==> config.mk <==
export PLATFORM = sky130hd
export DESIGN_NAME = dsrpd_ctrl
export DESIGN_NICKNAME = d
export VERILOG_FILES = /design/src/design/dsrpd_counter.v /design/src/design/dsrpd_ctrl.v
export VERILOG_INCLUDE_DIRS = /design/src /design/src/include
export SDC_FILE = /design/constraint.sdc
export NUM_CORES = 1
export LEC_CHECK = 0
export ABC_AREA = 1
export ABC_CLOCK_PERIOD_IN_PS = 12200
export BUFFER_PORTS_ARGS = -buffer_cell sky130_fd_sc_hd__clkbuf_2
export CELL_PAD_IN_SITES_DETAIL_PLACEMENT = 0
export CELL_PAD_IN_SITES_GLOBAL_PLACEMENT = 1
export CORE_UTILIZATION = 51
export DETAILED_ROUTE_END_ITERATION = 8
export PLACE_DENSITY_LB_ADDON = 0.1
export REMOVE_ABC_BUFFERS = 1
export SLEW_MARGIN = 20
export SYNTH_ARGS = -nofsm -noshare
export SYNTH_HDL_FRONTEND = slang
export SYNTH_SLANG_ARGS = --single-unit
==> constraint.sdc <==
create_clock -name mclk -period 12.2 [get_ports mclk]
set_input_delay 2.44 -clock mclk [delete_from_list [all_inputs] [get_ports mclk]]
set_output_delay 2.44 -clock mclk [all_outputs]
set_load 0.005 [all_outputs]
==> src/include/dsrpd_regs.vh <==
`ifndef DSRPD_REGS_VH
`define DSRPD_REGS_VH
// clock period in ps (mclk, 20 MHz)
`define DSRPD_TCK_PS 50000
// timing figures in ps and the derived cycle counts (mins round up)
`define DSRPD_TCKE_PS 5000
`define DSRPD_TCKE_CYC ((`DSRPD_TCKE_PS + `DSRPD_TCK_PS - 1) / `DSRPD_TCK_PS)
`define DSRPD_TCPDED_CYC 1
`define DSRPD_TXP_PS 6000
`define DSRPD_TXP_CYC ((`DSRPD_TXP_PS + `DSRPD_TCK_PS - 1) / `DSRPD_TCK_PS)
`define DSRPD_TXPDLL_PS 24000
`define DSRPD_TXPDLL_CYC ((`DSRPD_TXPDLL_PS + `DSRPD_TCK_PS - 1) / `DSRPD_TCK_PS)
`define DSRPD_TXS_PS 170000
`define DSRPD_TXS_CYC ((`DSRPD_TXS_PS + `DSRPD_TCK_PS - 1) / `DSRPD_TCK_PS)
`define DSRPD_TXSDLL_CYC 512
// internal self-refresh timer reload value in mclk cycles (period is one more)
`define DSRPD_SR_TIMER 16'h0100
// counter width
`define DSRPD_CW 16
// state codes, one-hot
`define DSRPD_ST_W 6
`define DSRPD_ST_IDLE 6'h01
`define DSRPD_ST_SREF 6'h02
`define DSRPD_ST_SRX 6'h04
`define DSRPD_ST_PPD 6'h08
`define DSRPD_ST_APD 6'h10
`define DSRPD_ST_PDX 6'h20
`endif

==> src/design/dsrpd_counter.v <==
`timescale 1ns/1ps
`default_nettype none
`include "dsrpd_regs.vh"
// loadable down counter; done is high while the count is zero
module dsrpd_counter (
   // clock and reset
   input wire mclk,
   input wire rst,
   // control
   input wire load,
   input wire [`DSRPD_CW-1:0] value,
   // status
   output reg done
);
   reg [`DSRPD_CW-1:0] count;
   always @(posedge mclk or posedge rst) begin
      if (rst) begin
         count <= 16'h0000;
         done <= 1'b1;
      end else if (load) begin
         count <= value;
         done <= (value == 16'h0000);
      end else if (count != 16'h0000) begin
         count <= count - 16'h0001;
         done <= (count == 16'h0001);
      end
   end
endmodule
`default_nettype wire

==> src/design/dsrpd_ctrl.v <==
`timescale 1ns/1ps
`default_nettype none
`include "dsrpd_regs.vh"
// Contract
// - sre decoded: cs ras cas cke low, we high
// - cke low holds sref; other inputs except reset ignored
// - dll off in sref, reset on exit; dll_reset is only raised on exit with dll_off_mode low
// - refresh within tcke, then own timer
// - power-down entry/exit: cke with nop
// - closed banks precharge pd, else active pd
// - nop around cke fall; receivers off after tcpded
// - slow exit dll off txpdll; fast txp
// - reset low in pd enters reset state
module dsrpd_ctrl (
   // clock and reset
   input wire mclk,
   input wire rst,
   // memory pins
   input wire cke,
   input wire cs_n,
   input wire ras_n,
   input wire cas_n,
   input wire we_n,
   input wire reset_n,
   // mode bits and core status
   input wire dll_off_mode,
   input wire pd_fast_exit,
   input wire any_bank_open,
   // status out
   output reg [`DSRPD_ST_W-1:0] state,
   output reg dll_enable,
   output reg dll_reset,
   output reg rcv_enable,
   output reg refresh_req,
   output reg in_reset,
   output reg dll_cmds_ok,
   output reg cmds_ok,
   output reg write_ok
);
   // ----------------------------------------
   // pin synchronisers
   // ----------------------------------------
   reg [5:0] pin_s1;
   reg [5:0] pin_s2;
   always @(posedge mclk or posedge rst) begin
      if (rst) begin
         pin_s1 <= 6'h3f;
         pin_s2 <= 6'h3f;
      end else begin
         pin_s1 <= {cke, cs_n, ras_n, cas_n, we_n, reset_n};
         pin_s2 <= pin_s1;
      end
   end
   wire cke_q = pin_s2[5];
   wire rst_pin_n = pin_s2[0];
   reg cke_prev;
   always @(posedge mclk or posedge rst) begin
      if (rst) begin
         cke_prev <= 1'b1;
      end else begin
         cke_prev <= cke_q;
      end
   end
   // nop or deselect
   wire is_nop = pin_s2[4] | (pin_s2[3] & pin_s2[2] & pin_s2[1]);
   wire is_sre = cke_prev & ~cke_q & ~pin_s2[4] & ~pin_s2[3] & ~pin_s2[2] & pin_s2[1];
   wire cke_fall = cke_prev & ~cke_q & is_nop;
   wire cke_rise = ~cke_prev & cke_q & is_nop;
   // ----------------------------------------
   // interval counters
   // ----------------------------------------
   reg ld_cke, ld_x, ld_xdll, ld_wr, ld_sr, ld_cp;
   reg [`DSRPD_CW-1:0] v_x;
   reg [`DSRPD_CW-1:0] v_xdll;
   wire dn_cke, dn_x, dn_xdll, dn_wr, dn_sr, dn_cp;
   // counts are integer-wide; only the counter width is kept
   wire [31:0] cyc_tcke = `DSRPD_TCKE_CYC;
   wire [31:0] cyc_tcpded = `DSRPD_TCPDED_CYC;
   wire [31:0] cyc_txp = `DSRPD_TXP_CYC;
   wire [31:0] cyc_txpdll = `DSRPD_TXPDLL_CYC;
   wire [31:0] cyc_txs = `DSRPD_TXS_CYC;
   wire [31:0] cyc_txsdll = `DSRPD_TXSDLL_CYC;
   dsrpd_counter u_cke (.mclk(mclk), .rst(rst), .load(ld_cke),
      .value(cyc_tcke[`DSRPD_CW-1:0]), .done(dn_cke));
   dsrpd_counter u_x (.mclk(mclk), .rst(rst), .load(ld_x), .value(v_x), .done(dn_x));
   dsrpd_counter u_xdll (.mclk(mclk), .rst(rst), .load(ld_xdll), .value(v_xdll),
      .done(dn_xdll));
   dsrpd_counter u_wr (.mclk(mclk), .rst(rst), .load(ld_wr),
      .value(cyc_txsdll[`DSRPD_CW-1:0]), .done(dn_wr));
   dsrpd_counter u_sr (.mclk(mclk), .rst(rst), .load(ld_sr),
      .value(`DSRPD_SR_TIMER), .done(dn_sr));
   dsrpd_counter u_cp (.mclk(mclk), .rst(rst), .load(ld_cp),
      .value(cyc_tcpded[`DSRPD_CW-1:0]), .done(dn_cp));
   // ----------------------------------------
   // state machine
   // ----------------------------------------
   reg [`DSRPD_ST_W-1:0] next_state;
   reg slow_pd;
   reg next_slow_pd;
   always @* begin
      next_state = state;
      next_slow_pd = slow_pd;
      ld_cke = 1'b0;
      ld_x = 1'b0;
      ld_xdll = 1'b0;
      ld_wr = 1'b0;
      ld_sr = 1'b0;
      ld_cp = 1'b0;
      v_x = cyc_txs[`DSRPD_CW-1:0];
      v_xdll = cyc_txsdll[`DSRPD_CW-1:0];
      case (state)
         `DSRPD_ST_IDLE, `DSRPD_ST_SRX, `DSRPD_ST_PDX: begin
            if (is_sre) begin
               next_state = `DSRPD_ST_SREF;
               ld_sr = 1'b1;
               ld_cke = 1'b1;
            end else if (cke_fall) begin
               next_state = any_bank_open ? `DSRPD_ST_APD : `DSRPD_ST_PPD;
               next_slow_pd = ~any_bank_open & ~pd_fast_exit;
               ld_cke = 1'b1;
               ld_cp = 1'b1;
            end else if ((state != `DSRPD_ST_IDLE) & dn_x & dn_xdll) begin
               next_state = `DSRPD_ST_IDLE;
            end
         end
         `DSRPD_ST_SREF: begin
            if (dn_sr) begin
               ld_sr = 1'b1;
            end
            if (cke_q & ~cke_prev) begin
               next_state = `DSRPD_ST_SRX;
               ld_x = 1'b1;
               ld_xdll = 1'b1;
               ld_wr = 1'b1;
            end
         end
         `DSRPD_ST_PPD, `DSRPD_ST_APD: begin
            // a rise before tcke has run out is not taken as an exit
            if (cke_rise & dn_cke) begin
               next_state = `DSRPD_ST_PDX;
               ld_cke = 1'b1;
               v_x = cyc_txp[`DSRPD_CW-1:0];
               v_xdll = slow_pd ? cyc_txpdll[`DSRPD_CW-1:0] : cyc_txp[`DSRPD_CW-1:0];
               ld_x = 1'b1;
               ld_xdll = 1'b1;
            end
         end
         default: begin
            next_state = `DSRPD_ST_IDLE;
         end
      endcase
   end
   // ----------------------------------------
   // registered outputs
   // ----------------------------------------
   wire in_pd = (state == `DSRPD_ST_PPD) | (state == `DSRPD_ST_APD);
   always @(posedge mclk or posedge rst) begin
      if (rst) begin
         state <= `DSRPD_ST_IDLE;
         slow_pd <= 1'b0;
         dll_enable <= 1'b0;
         dll_reset <= 1'b0;
         rcv_enable <= 1'b1;
         refresh_req <= 1'b0;
         in_reset <= 1'b1;
         dll_cmds_ok <= 1'b0;
         cmds_ok <= 1'b0;
         write_ok <= 1'b0;
      end else if (~rst_pin_n) begin
         // reset pin overrides any power-down or self-refresh
         state <= `DSRPD_ST_IDLE;
         slow_pd <= 1'b0;
         dll_enable <= 1'b0;
         dll_reset <= 1'b0;
         rcv_enable <= 1'b1;
         refresh_req <= 1'b0;
         in_reset <= 1'b1;
         dll_cmds_ok <= 1'b0;
         cmds_ok <= 1'b0;
         write_ok <= 1'b0;
      end else begin
         state <= next_state;
         slow_pd <= next_slow_pd;
         in_reset <= 1'b0;
         if (next_state == `DSRPD_ST_SREF) begin
            dll_enable <= 1'b0;
         end else if (in_pd & slow_pd) begin
            dll_enable <= (next_state != `DSRPD_ST_PPD) & ~dll_off_mode;
         end else if (next_state == `DSRPD_ST_PPD) begin
            dll_enable <= ~next_slow_pd & ~dll_off_mode;
         end else begin
            dll_enable <= ~dll_off_mode;
         end
         dll_reset <= (state == `DSRPD_ST_SREF) & (next_state == `DSRPD_ST_SRX) & ~dll_off_mode;
         // receivers drop only after tcpded in power-down, and in self-refresh
         rcv_enable <= ~((in_pd & dn_cp & ~ld_cp) | (state == `DSRPD_ST_SREF));
         // first internal refresh at entry, then on the own timer
         refresh_req <= ((state != `DSRPD_ST_SREF) & (next_state == `DSRPD_ST_SREF)) |
            ((state == `DSRPD_ST_SREF) & dn_sr);
         cmds_ok <= (next_state == `DSRPD_ST_IDLE) |
            (((state == `DSRPD_ST_SRX) | (state == `DSRPD_ST_PDX)) & dn_x & ~ld_x);
         dll_cmds_ok <= (next_state == `DSRPD_ST_IDLE) & ~ld_xdll;
         write_ok <= (next_state == `DSRPD_ST_IDLE) & dn_wr & ~ld_wr;
      end
   end
endmodule
`default_nettype wire

==> key figures, run 1 <==
Global route
  – Vias in the first global route: 5487
  – Largest net degree at the start of global routing: 73
  – Gr usage total: 21.8%
  – Global-route wire length before repair: 25000 um
  – Grt ovf: 0
  – Antenna violations before repair: 0

Setup path
  – Top Family by Delay on Critical Path: flip-flops
  – Req. time, crit path: 9760 ps
  – CP Launch Type: register
  – Worst setup EP type: primary output
  – WP data arrival: 1100 ps
  – CP max FO: 3
  – Cell Chain, Critical Path: clkbuf_2
  – Delay of the slowest critical-path stage: 540 ps
  – Buffers plus inverters on the worst setup path: 1
  – Critical-path top delay cell: dfstp_2
  – Critical setup path kind: reg -> out

STA
  – Pins Over Slew Limit: 0
  – Final hold violations: 0
  – Post-layout min period: 3540 ps
  – # setup viols final: 0
  – Setup skew after layout: 10.4 ps
  – Setup repair after global routing missed its margin: false
  – Slew HR: 42.2%
  – Achievable Freq: 283 MHz
  – Period Utilization, post-route: 29.0%
  – TNS Setup: 0 ps
  – Min Hold Slack: 354 ps
  – Worst Max-Slew Pin Slew: 867 ps

Yosys
  – Top_reg_cell synth: dfrtp_1
  – Part of the Yosys area used for sequential elements: 45.5%
  – Synth top area share: 37.5%
  – Netlist Area Pre-Place: 0.00721 mm^2
  – Number of synthesized register bits: 130
  – Area leader, netlist: dfrtp_1
  – Gate Count Post-Synth: 892
  – Synth cell types: 48
  – FFs w/ async S/R, synth: 100%
  – Mean Syn Cell Area: 8.08 um^2
  – Post-synth EDFFs: 0
  – Synth warn: 0
  – Top post-synthesis cells by area: dfrtp_1 37%, nand2_1 9.1%, nor2_1 8.8%

Clocking
  – Setup bufs post-CTS: 0
  – CTS buffer count: 17
  – Post-CTS resize count: 0
  – Post-CTS Hold Buffers: 0
  – Worst-Skew Late Latency: 420 ps
  – Root buffer cell: clkbuf_16
  – CTS tree: yes
  – CTS sink count: 130
  – Clock Tree Buf Depth: 2
  – H-Tree Depth: 4
  – Worst-path clk slew: 60 ps

Place
  – Dpl cells: 1086
  – RD Place Congestion: 0.854
  – Placed inst area: 0.00745 mm^2
  – Port Buffers: 24
  – DP HPWL: 10300 um

Detailed routing
  – DR vias: 5618
  – Via density per instance: 5.03
  – Drc violations: 0
  – WL/cell: 12.9 um
  – Final ANT Viol Nets: 0
  – DRT Pass-1 Iters: 5
  – Detailed Route Iter0 Violations: 245
  – Detailed Route WL: 14400 um

Final layout
  – Ant diodes: 0
  – Area grow syn2layout: 11.8%
  – Share of layout cells above drive strength 1: 15.8%
  – Design Area, Final: 0.00806 mm^2
  – Non-Filler Instances: 1118
  – Final nets: 948

Floorplanning
  – Starting Density: 52.1%
  – Core Region: 0.0138 mm^2
  – Die footprint: 0.0146 mm^2
  – Chip Height: 121 um
  – Row cnt: 43
  – Chip width: 121 um
  – I/O pins: 25

Min path
  – HP Class: reg -> reg

Run
  – Count of max-cap constraint violations: 0

Power
  – Worst vdd rail ir drop: 0.149 mV
  – Pleak: 4.10 nW
  – Pwr per Cell Area: 244 mW/mm^2

Run status
  – Status: finished, final reports clean
[sequential cells by signal, indices dropped and copies added, names as in the netlist, 6 cells and up]
signal and cells:
u_sr.count 16, u_wr.count 16, u_x.count 16, u_cke.count 16, pin_s1 6, pin_s2 6, state 6, u_cp.count 16
u_xdll.count 16
[routing by layer]
layer | wire length, um | global-route usage (%)
met5 | 0 | 0
met4 | 204 | 7.48
met3 | 434 | 5.17
met2 | 6980 | 36.3
met1 | 6810 | 27.8
[logic make-up (layout without fill, tap and decap cells)]
group,count (synthesis),count (layout),share of synthesized area [%]
flops,130,130,45.5
fa+ha+maj,12,12,2.08
compound gates,53,53,4.20
xor+xnor,56,56,6.80
simple gates,501,501,32.9
mux,1,1,0.139
buf+inv,139,185,8.42
[Yosys cell counts, types with 3 or more instances]
cell type,number
a21oi_1,22
o21ai_0,16
nor3_2,11
nor2_2,5
nand2_2,9
inv_1,112
o211ai_1,3
nand3_2,13
nand4_1,9
ha_1,12
buf_6,7
o21ai_1,5
xnor2_1,15
dfstp_2,22
nor3_1,34
xor2_1,41
nand2_1,175
nor2_4,5
dfrtp_1,108
nor2_1,170
nand3_1,52
inv_2,13
[cell type report]
type                            count  area [um^2]
Fill cell                        1259         5770
Multi-Input combinational cell    623         3320
Sequential cell                   130         3280
Clock buffer                       25          549
Inverter                          128          493
Tap cell                          180          225
Timing Repair Buffer               25          128
Clock inverter                      7         62.6
[layout by cell type (no fill, tap or decap), types with 9 or more instances in the layout]
cell type / instances
nand4_1: 9
xor2_1: 41
o21ai_0: 16
a21oi_1: 22
inv_1: 111
nand3_2: 13
ha_1: 12
nand2_2: 9
dfstp_2: 22
clkbuf_2: 24
nor3_2: 11
nand3_1: 52
dfrtp_1: 108
xnor2_1: 15
clkbuf_16: 20
nor2_1: 170
inv_2: 13
nand2_1: 175
nor3_1: 34
[report_power, final]
part	internal (W)	switching, W	total, W	leakage (nW)
clock network	0.000332	0.000182	0.000514	0.309
logic	0.000281	0.000440	0.000721	2.19
registers	0.000590	0.000139	0.000729	1.60
total	0.00120	0.000761	0.00196	4.10
[final timing paths]
kind,from,end,slack (ps),cells after the start
max in group asynchronous,rst,u_wr.count[6],8710,3
setup reg to reg,u_x.count[0],u_x.count[11],10090,7
setup / recovery,state[0],state[0],8660,1
hold / removal,pin_s1[5],pin_s2[5],350,0
min in group asynchronous,rst,dll_reset,2210,2
hold reg to reg,pin_s1[5],pin_s2[5],350,0
[through the flow]
step           power [W]  utilization [%]  setup WS (ps)
6_report         0.00196             58.3           8660
2_1_floorplan    0.00130                -           6330
3_5_place_dp     0.00145             53.9           8170
3_3_place_gp     0.00143             53.9           8190
5_1_grt          0.00214             58.3           8390
4_1_cts          0.00198             58.3           8620
Power figures use the tool's default switching activity.
==> run 2: changes to the inputs <==
--- a/config.mk
+++ b/config.mk
@@ -6,12 +6,12 @@
 export SDC_FILE = /design/constraint.sdc
 export NUM_CORES = 1
 export LEC_CHECK = 0
-export ABC_AREA = 1
-export ABC_CLOCK_PERIOD_IN_PS = 12200
+export ABC_AREA = 0
+export ABC_CLOCK_PERIOD_IN_PS = 3500
 export BUFFER_PORTS_ARGS = -buffer_cell sky130_fd_sc_hd__clkbuf_2
 export CELL_PAD_IN_SITES_DETAIL_PLACEMENT = 0
 export CELL_PAD_IN_SITES_GLOBAL_PLACEMENT = 1
-export CORE_UTILIZATION = 51
+export CORE_UTILIZATION = 49
 export DETAILED_ROUTE_END_ITERATION = 8
 export PLACE_DENSITY_LB_ADDON = 0.1
 export REMOVE_ABC_BUFFERS = 1
==> constraint.sdc (replaced) <==
create_clock -name mclk -period 3.5 [get_ports mclk]
set_input_delay 0.7 -clock mclk [delete_from_list [all_inputs] [get_ports mclk]]
set_output_delay 0.7 -clock mclk [all_outputs]
set_load 0.005 [all_outputs]
==> run 2 against run 1 <==
Compared with the run above: synthesized cell count fell by 25%; combinational power rose to 2.8 times the previous value; worst setup slack got worse by 7600 ps; largest power group unchanged; highest routed layer unchanged.
==> key figures, run 2 <==
Clocking
  – Post-CTS resize count: 0
  – Worst-path clk slew: 50 ps
  – CTS buffer count: 17
  – Root buffer cell: clkbuf_16
  – Worst-Skew Late Latency: 420 ps
  – H-Tree Depth: 4
  – CTS tree: yes
  – Setup bufs post-CTS: 0
  – CTS sink count: 130
  – Post-CTS Hold Buffers: 0
  – Clock Tree Buf Depth: 2

STA
  – TNS Setup: 0 ps
  – Achievable Freq: 403 MHz
  – Setup skew after layout: 15.9 ps
  – Final hold violations: 0
  – Setup repair after global routing missed its margin: false
  – Post-layout min period: 2480 ps
  – Period Utilization, post-route: 70.9%
  – Worst Max-Slew Pin Slew: 757 ps
  – Slew HR: 49.1%
  – # setup viols final: 0
  – Pins Over Slew Limit: 0

Setup path
  – Cell Chain, Critical Path: inv_1 -> ha_1 -> or3b_1 -> or4_1 -> or3b_2 -> a21oi_1
  – WP data arrival: 2820 ps
  – CP max FO: 7
  – CP Launch Type: register
  – Delay of the slowest critical-path stage: 520 ps
  – Critical setup path kind: reg -> reg
  – Worst setup EP type: register
  – Critical-path top delay cell: or4_1
  – Req. time, crit path: 3840 ps
  – Flop2flop setup slack: 1020 ps

Global route
  – Antenna violations before repair: 0
  – Grt ovf: 0
  – Vias in the first global route: 4775
  – Largest net degree at the start of global routing: 58
  – Global-route wire length before repair: 22900 um
  – Gr usage total: 20.7%

Final layout
  – Multi-input gate area: 0.00308 mm^2
  – Reg area: 0.00328 mm^2
  – Filler cell count: 1133
  – Area grow syn2layout: 13.5%
  – Final nets: 720
  – Ant diodes: 0
  – Share of layout cells above drive strength 1: 14.8%
  – Commonest cells after routing, fill and taps aside: 108 x dfrtp_1, 107 x nor2_1, 44 x xnor2_1
  – Most common cell after layout, fill and taps aside: dfrtp_1

Detailed routing
  – DRT Pass-1 Iters: 4
  – Met3 WL post-DR: 399 um
  – Top layer in use: met4
  – Met1 Wirelength: 6530 um
  – WL/cell: 15.1 um
  – Detailed Route Iter0 Violations: 299
  – Detailed Route WL: 13300 um
  – Drc violations: 0
  – Via density per instance: 5.54
  – DR vias: 4890
  – Final ANT Viol Nets: 0
  – Metal2 WL: 6230 um

Yosys
  – FFs w/ async S/R, synth: 100%
  – Post-synth EDFFs: 0
  – Number of synthesized register bits: 130
  – Synth top area share: 41.4%
  – Synth warn: 0
  – Top_reg_cell synth: dfrtp_1
  – Mean Syn Cell Area: 9.78 um^2
  – Top post-synthesis cells by area: dfrtp_1 41%, dfstp_2 8.9%, nor2_1 6.2%
  – Netlist Area Pre-Place: 0.00653 mm^2
  – Gate Count Post-Synth: 667
  – Part of the Yosys area used for sequential elements: 50.3%
  – Synth top cells by count: 108 x dfrtp_1, 108 x nor2_1, 44 x xnor2_1
  – Synth cell types: 53
  – Area leader, netlist: dfrtp_1

Min path
  – HP Class: reg -> reg

Power
  – Pleak: 3.09 nW
  – Worst vdd rail ir drop: 0.453 mV
  – Pwr per Cell Area: 844 mW/mm^2
  – Final Power: 0.00625 W

Floorplanning
  – Die footprint: 0.0138 mm^2
  – Chip Height: 117 um
  – Core Region: 0.0128 mm^2
  – Chip width: 117 um
  – I/O pins: 25
  – Starting Density: 50.9%
  – Row cnt: 41

Place
  – Port Buffers: 24
  – RD Place Congestion: 0.831
  – DP HPWL: 8980 um

Run status
  – Status: finished, final reports clean

Run
  – Count of max-cap constraint violations: 0
==> run 2: cell count changes after synthesis, moves of 29 or more <==
cell	previous run	this run
nand2_1	175	37
inv_1	112	19
nor2_1	170	108
nand3_1	52	14
nor4_1	0	29
xnor2_1	15	44
==> run 2: power by group <==
group	internal, W	switching [W]
logic	0.000867	0.00112
clock network	0.00105	0.000610
registers	0.00203	0.000575
total	0.00395	0.00230
==> run 2: worst paths after layout <==
path,to,startpoint,depth (start not counted)
max,u_cke.count[14],u_cke.count[0],6
min,pin_s2[5],pin_s1[5],0
max reg2reg,u_cke.count[14],u_cke.count[0],6
min reg2reg,pin_s2[5],pin_s1[5],0
max in group asynchronous,u_wr.count[13],rst,3
min in group asynchronous,u_sr.count[0],rst,2
==> run 2: kinds of logic after synthesis <==
logic type / Yosys count / share of synthesized area [%]
xor gates and xnor gates: 63 / 8.46
muxes: 8 / 1.23
AOI/OAI and AO/OA: 95 / 9.22
DFF: 130 / 50.3
buffers and inverters: 40 / 2.49
adders and majority gates: 12 / 2.30
and+or+nand+nor: 319 / 26.0
==> run 2: layout make-up <==
| cell class | instances | area share (%) |
|---|---|---|
| clock buffers | 26 | 6.74 |
| clock inverters | 6 | 0.777 |
| inverters | 19 | 0.997 |
| multi-input cells | 497 | 41.7 |
| flip-flops and latches | 130 | 44.3 |
| well taps | 172 | 2.91 |
| repair buffers | 32 | 2.60 |
==> run 2: through the flow <==
| step | hold slack, ps | instances | instance area (um^2) | worst slack, ps | utilization (%) |
|---|---|---|---|---|---|
| 4_1_cts | 348 | 882 | 7400 | 1020 | 57.7 |
| 6_report | 354 | 882 | 7400 | 1020 | 57.7 |
| 3_5_place_dp | 347 | 850 | 6850 | 1040 | 53.4 |
| 2_1_floorplan | 345 | 646 | 6430 | -633 | - |
| 3_3_place_gp | 349 | 850 | 6850 | 1210 | 53.4 |
| 5_1_grt | 347 | 882 | 7400 | 811 | 57.7 |
==> run 2: routing by layer <==
layer,vias up,global-route usage (%)
met2,62,32.1
met1,2384,28.2
met4,0,7.22
li1,2432,-
met3,12,5.01
met5,-,0
==> run 2: worst max-delay path: cells and delay by family, from the launching register on <==
family,cells,cell delay (ps)
AND/OR/NAND/NOR,3,1450
flip-flops,1,400
adder cells (fa/ha/maj),1,250
AO/OA/AOI/OAI,1,180
buffers and inverters,1,110
==> run 3: changes to the inputs <==
--- a/config.mk
+++ b/config.mk
@@ -7,11 +7,11 @@
 export NUM_CORES = 1
 export LEC_CHECK = 0
 export ABC_AREA = 0
-export ABC_CLOCK_PERIOD_IN_PS = 3500
+export ABC_CLOCK_PERIOD_IN_PS = 2100
 export BUFFER_PORTS_ARGS = -buffer_cell sky130_fd_sc_hd__clkbuf_2
 export CELL_PAD_IN_SITES_DETAIL_PLACEMENT = 0
 export CELL_PAD_IN_SITES_GLOBAL_PLACEMENT = 1
-export CORE_UTILIZATION = 49
+export CORE_UTILIZATION = 44
 export DETAILED_ROUTE_END_ITERATION = 8
 export PLACE_DENSITY_LB_ADDON = 0.1
 export REMOVE_ABC_BUFFERS = 1
==> constraint.sdc (replaced) <==
create_clock -name mclk -period 2.1 [get_ports mclk]
set_input_delay 0.42 -clock mclk [delete_from_list [all_inputs] [get_ports mclk]]
set_output_delay 0.42 -clock mclk [all_outputs]
set_load 0.005 [all_outputs]
==> run 3 against run 2 <==
Compared with the run above: the flow now finishes with violations (setup timing); maximum frequency increased by 13%; utilization decreased by 0.088 points; largest cell class is now multi-input gates; cell count increased by 9.8%.
==> key figures, run 3 (synthesis gave the netlist of run 2 again) <==
Run status
  – Failing checks: setup timing
  – Status: finished, violations left

Run
  – Count of max-cap constraint violations: 0

Clocking
  – Clock Tree Buf Depth: 2
  – CTS buffer count: 17
  – Worst-path clk slew: 50 ps
  – CTS sink count: 130
  – Root buffer cell: clkbuf_16
  – Worst-Skew Late Latency: 420 ps
  – CTS tree: yes
  – H-Tree Depth: 4

Final layout
  – Design Area, Final: 0.00835 mm^2
  – Commonest cells after routing, fill and taps aside: 108 x dfrtp_1, 106 x nor2_1, 72 x buf_4
  – Share of layout cells above drive strength 1: 27.8%
  – Multi-input gate area: 0.00330 mm^2
  – Ant diodes: 0
  – Reg area: 0.00328 mm^2
  – Most common cell after layout, fill and taps aside: dfrtp_1
  – Final nets: 794
  – Final core occ: 57.6%
  – Area grow syn2layout: 27.9%
  – Filler cell count: 1269

Global route
  – Vias in the first global route: 5121
  – Gr usage total: 20.8%
  – Global-route wire length before repair: 24500 um
  – Grt ovf: 0
  – Antenna violations before repair: 0
  – Largest net degree at the start of global routing: 53

STA
  – Setup ws final: -90.0 ps
  – Pins Over Slew Limit: 0
  – Final hold violations: 0
  – Period Utilization, post-route: 104%
  – Slew HR: 63.4%
  – Setup repair after global routing missed its margin: true
  – Post-layout min period: 2190 ps
  – Achievable Freq: 457 MHz
  – Setup skew after layout: 7.06 ps
  – # setup viols final: 8
  – Min Hold Slack: 80.3 ps
  – Worst Max-Slew Pin Slew: 535 ps

Place
  – DP HPWL: 9900 um
  – Port Buffers: 24
  – Placed inst area: 0.00742 mm^2
  – RD Place Congestion: 0.829

Setup path
  – Delay of the slowest critical-path stage: 610 ps
  – CP Launch Type: register
  – Req. time, crit path: 2460 ps
  – Buffers plus inverters on the worst setup path: 0
  – Top Family by Delay on Critical Path: simple AND/OR/NAND/NOR gates
  – Critical-path top delay cell: or4b_4
  – CP max FO: 7
  – WP data arrival: 2550 ps
  – Critical setup path kind: reg -> reg
  – Worst setup EP type: register
  – Cell Chain, Critical Path: or4_4 -> or4b_4 -> o211ai_4 -> o31a_1 -> o22a_1

Floorplanning
  – I/O pins: 25
  – Row cnt: 44
  – Starting Density: 45.1%
  – Core Region: 0.0145 mm^2
  – Chip Height: 124 um
  – Die footprint: 0.0153 mm^2
  – Chip width: 124 um

Power
  – Worst vdd rail ir drop: 0.794 mV
  – Pleak: 3.56 nW
  – Pwr per Cell Area: 1450 mW/mm^2

Detailed routing
  – DRT Pass-1 Iters: 4
  – WL/cell: 15.0 um
  – Detailed Route Iter0 Violations: 276
  – DR vias: 5221
  – Final ANT Viol Nets: 0
  – Detailed Route WL: 14500 um
  – Drc violations: 0
  – Via density per instance: 5.39

Min path
  – HP Class: in -> reg
[run 3: cell types whose count changed in the layout (fill, tap and decap cells not counted), moves of 5 or more]
cell	delta
or4_4	+6
buf_4	+65
or4_1	-6
nor4_1	-5
buf_12	+5
[run 3: area by class of cell]
class	count	share of cell area, %
inverters	19	0.885
flip-flops and latches	130	39.3
repair buffers	105	9.75
clock inverters	8	1.77
clock buffers	24	6.01
well taps	184	2.76
multi-input cells	498	39.5
[run 3: repair_timing]
action                                  CTS  global route
hold endpoints to repair                 25             0
gates resized for setup                  17            33
buffers inserted                          1             4
cloned                                    1             0
endpoints found under the setup margin   31            50
pin swaps                                 0            13
hold buffers                              1             0
[run 3: path summary, 6_finish.rpt]
check / endpoint / cells past startpoint / startpoint / slack (ps)
worst max-delay path: u_x.count[11] / 5 / u_x.count[6] / -90
worst min-delay path: pin_s1[5] / 1 / cke / 80
worst max register to register: u_x.count[11] / 5 / u_x.count[6] / -90
worst min register to register: pin_s2[1] / 0 / pin_s1[1] / 360
max in group asynchronous: u_cp.done / 4 / rst / 910
min in group asynchronous: u_wr.count[8] / 3 / rst / 530
[run 3: power breakdown]
group | switching, W | total [W] | leakage, nW | internal [W]
Clock | 0.00107 | 0.00322 | 0.309 | 0.00214
Sequential | 0.000816 | 0.00420 | 1.61 | 0.00339
Combinational | 0.00238 | 0.00469 | 1.64 | 0.00231
[run 3: routing by layer]
layer / vias up / GRT usage (%) / share of wire (%)
met3: 14 / 5.45 / 2.9
met2: 60 / 33.6 / 49
met4: 0 / 7.38 / 1.3
met1: 2572 / 26.9 / 47
li1: 2575 / - / -
met5: - / 0 / 0
[run 3: per-stage QoR]
stage / setup WS (ps) / setup TNS [ps] / total power [W] / cells
2_1_floorplan: -1750 / -226940 / 0.00683 / 646
4_1_cts: -102 / -465 / 0.0119 / 964
3_5_place_dp: -181 / -1740 / 0.00847 / 929
3_3_place_gp: -95.1 / -874 / 0.00836 / 929
5_1_grt: -172 / -1100 / 0.0130 / 968
6_report: -90.0 / -281 / 0.0121 / 968
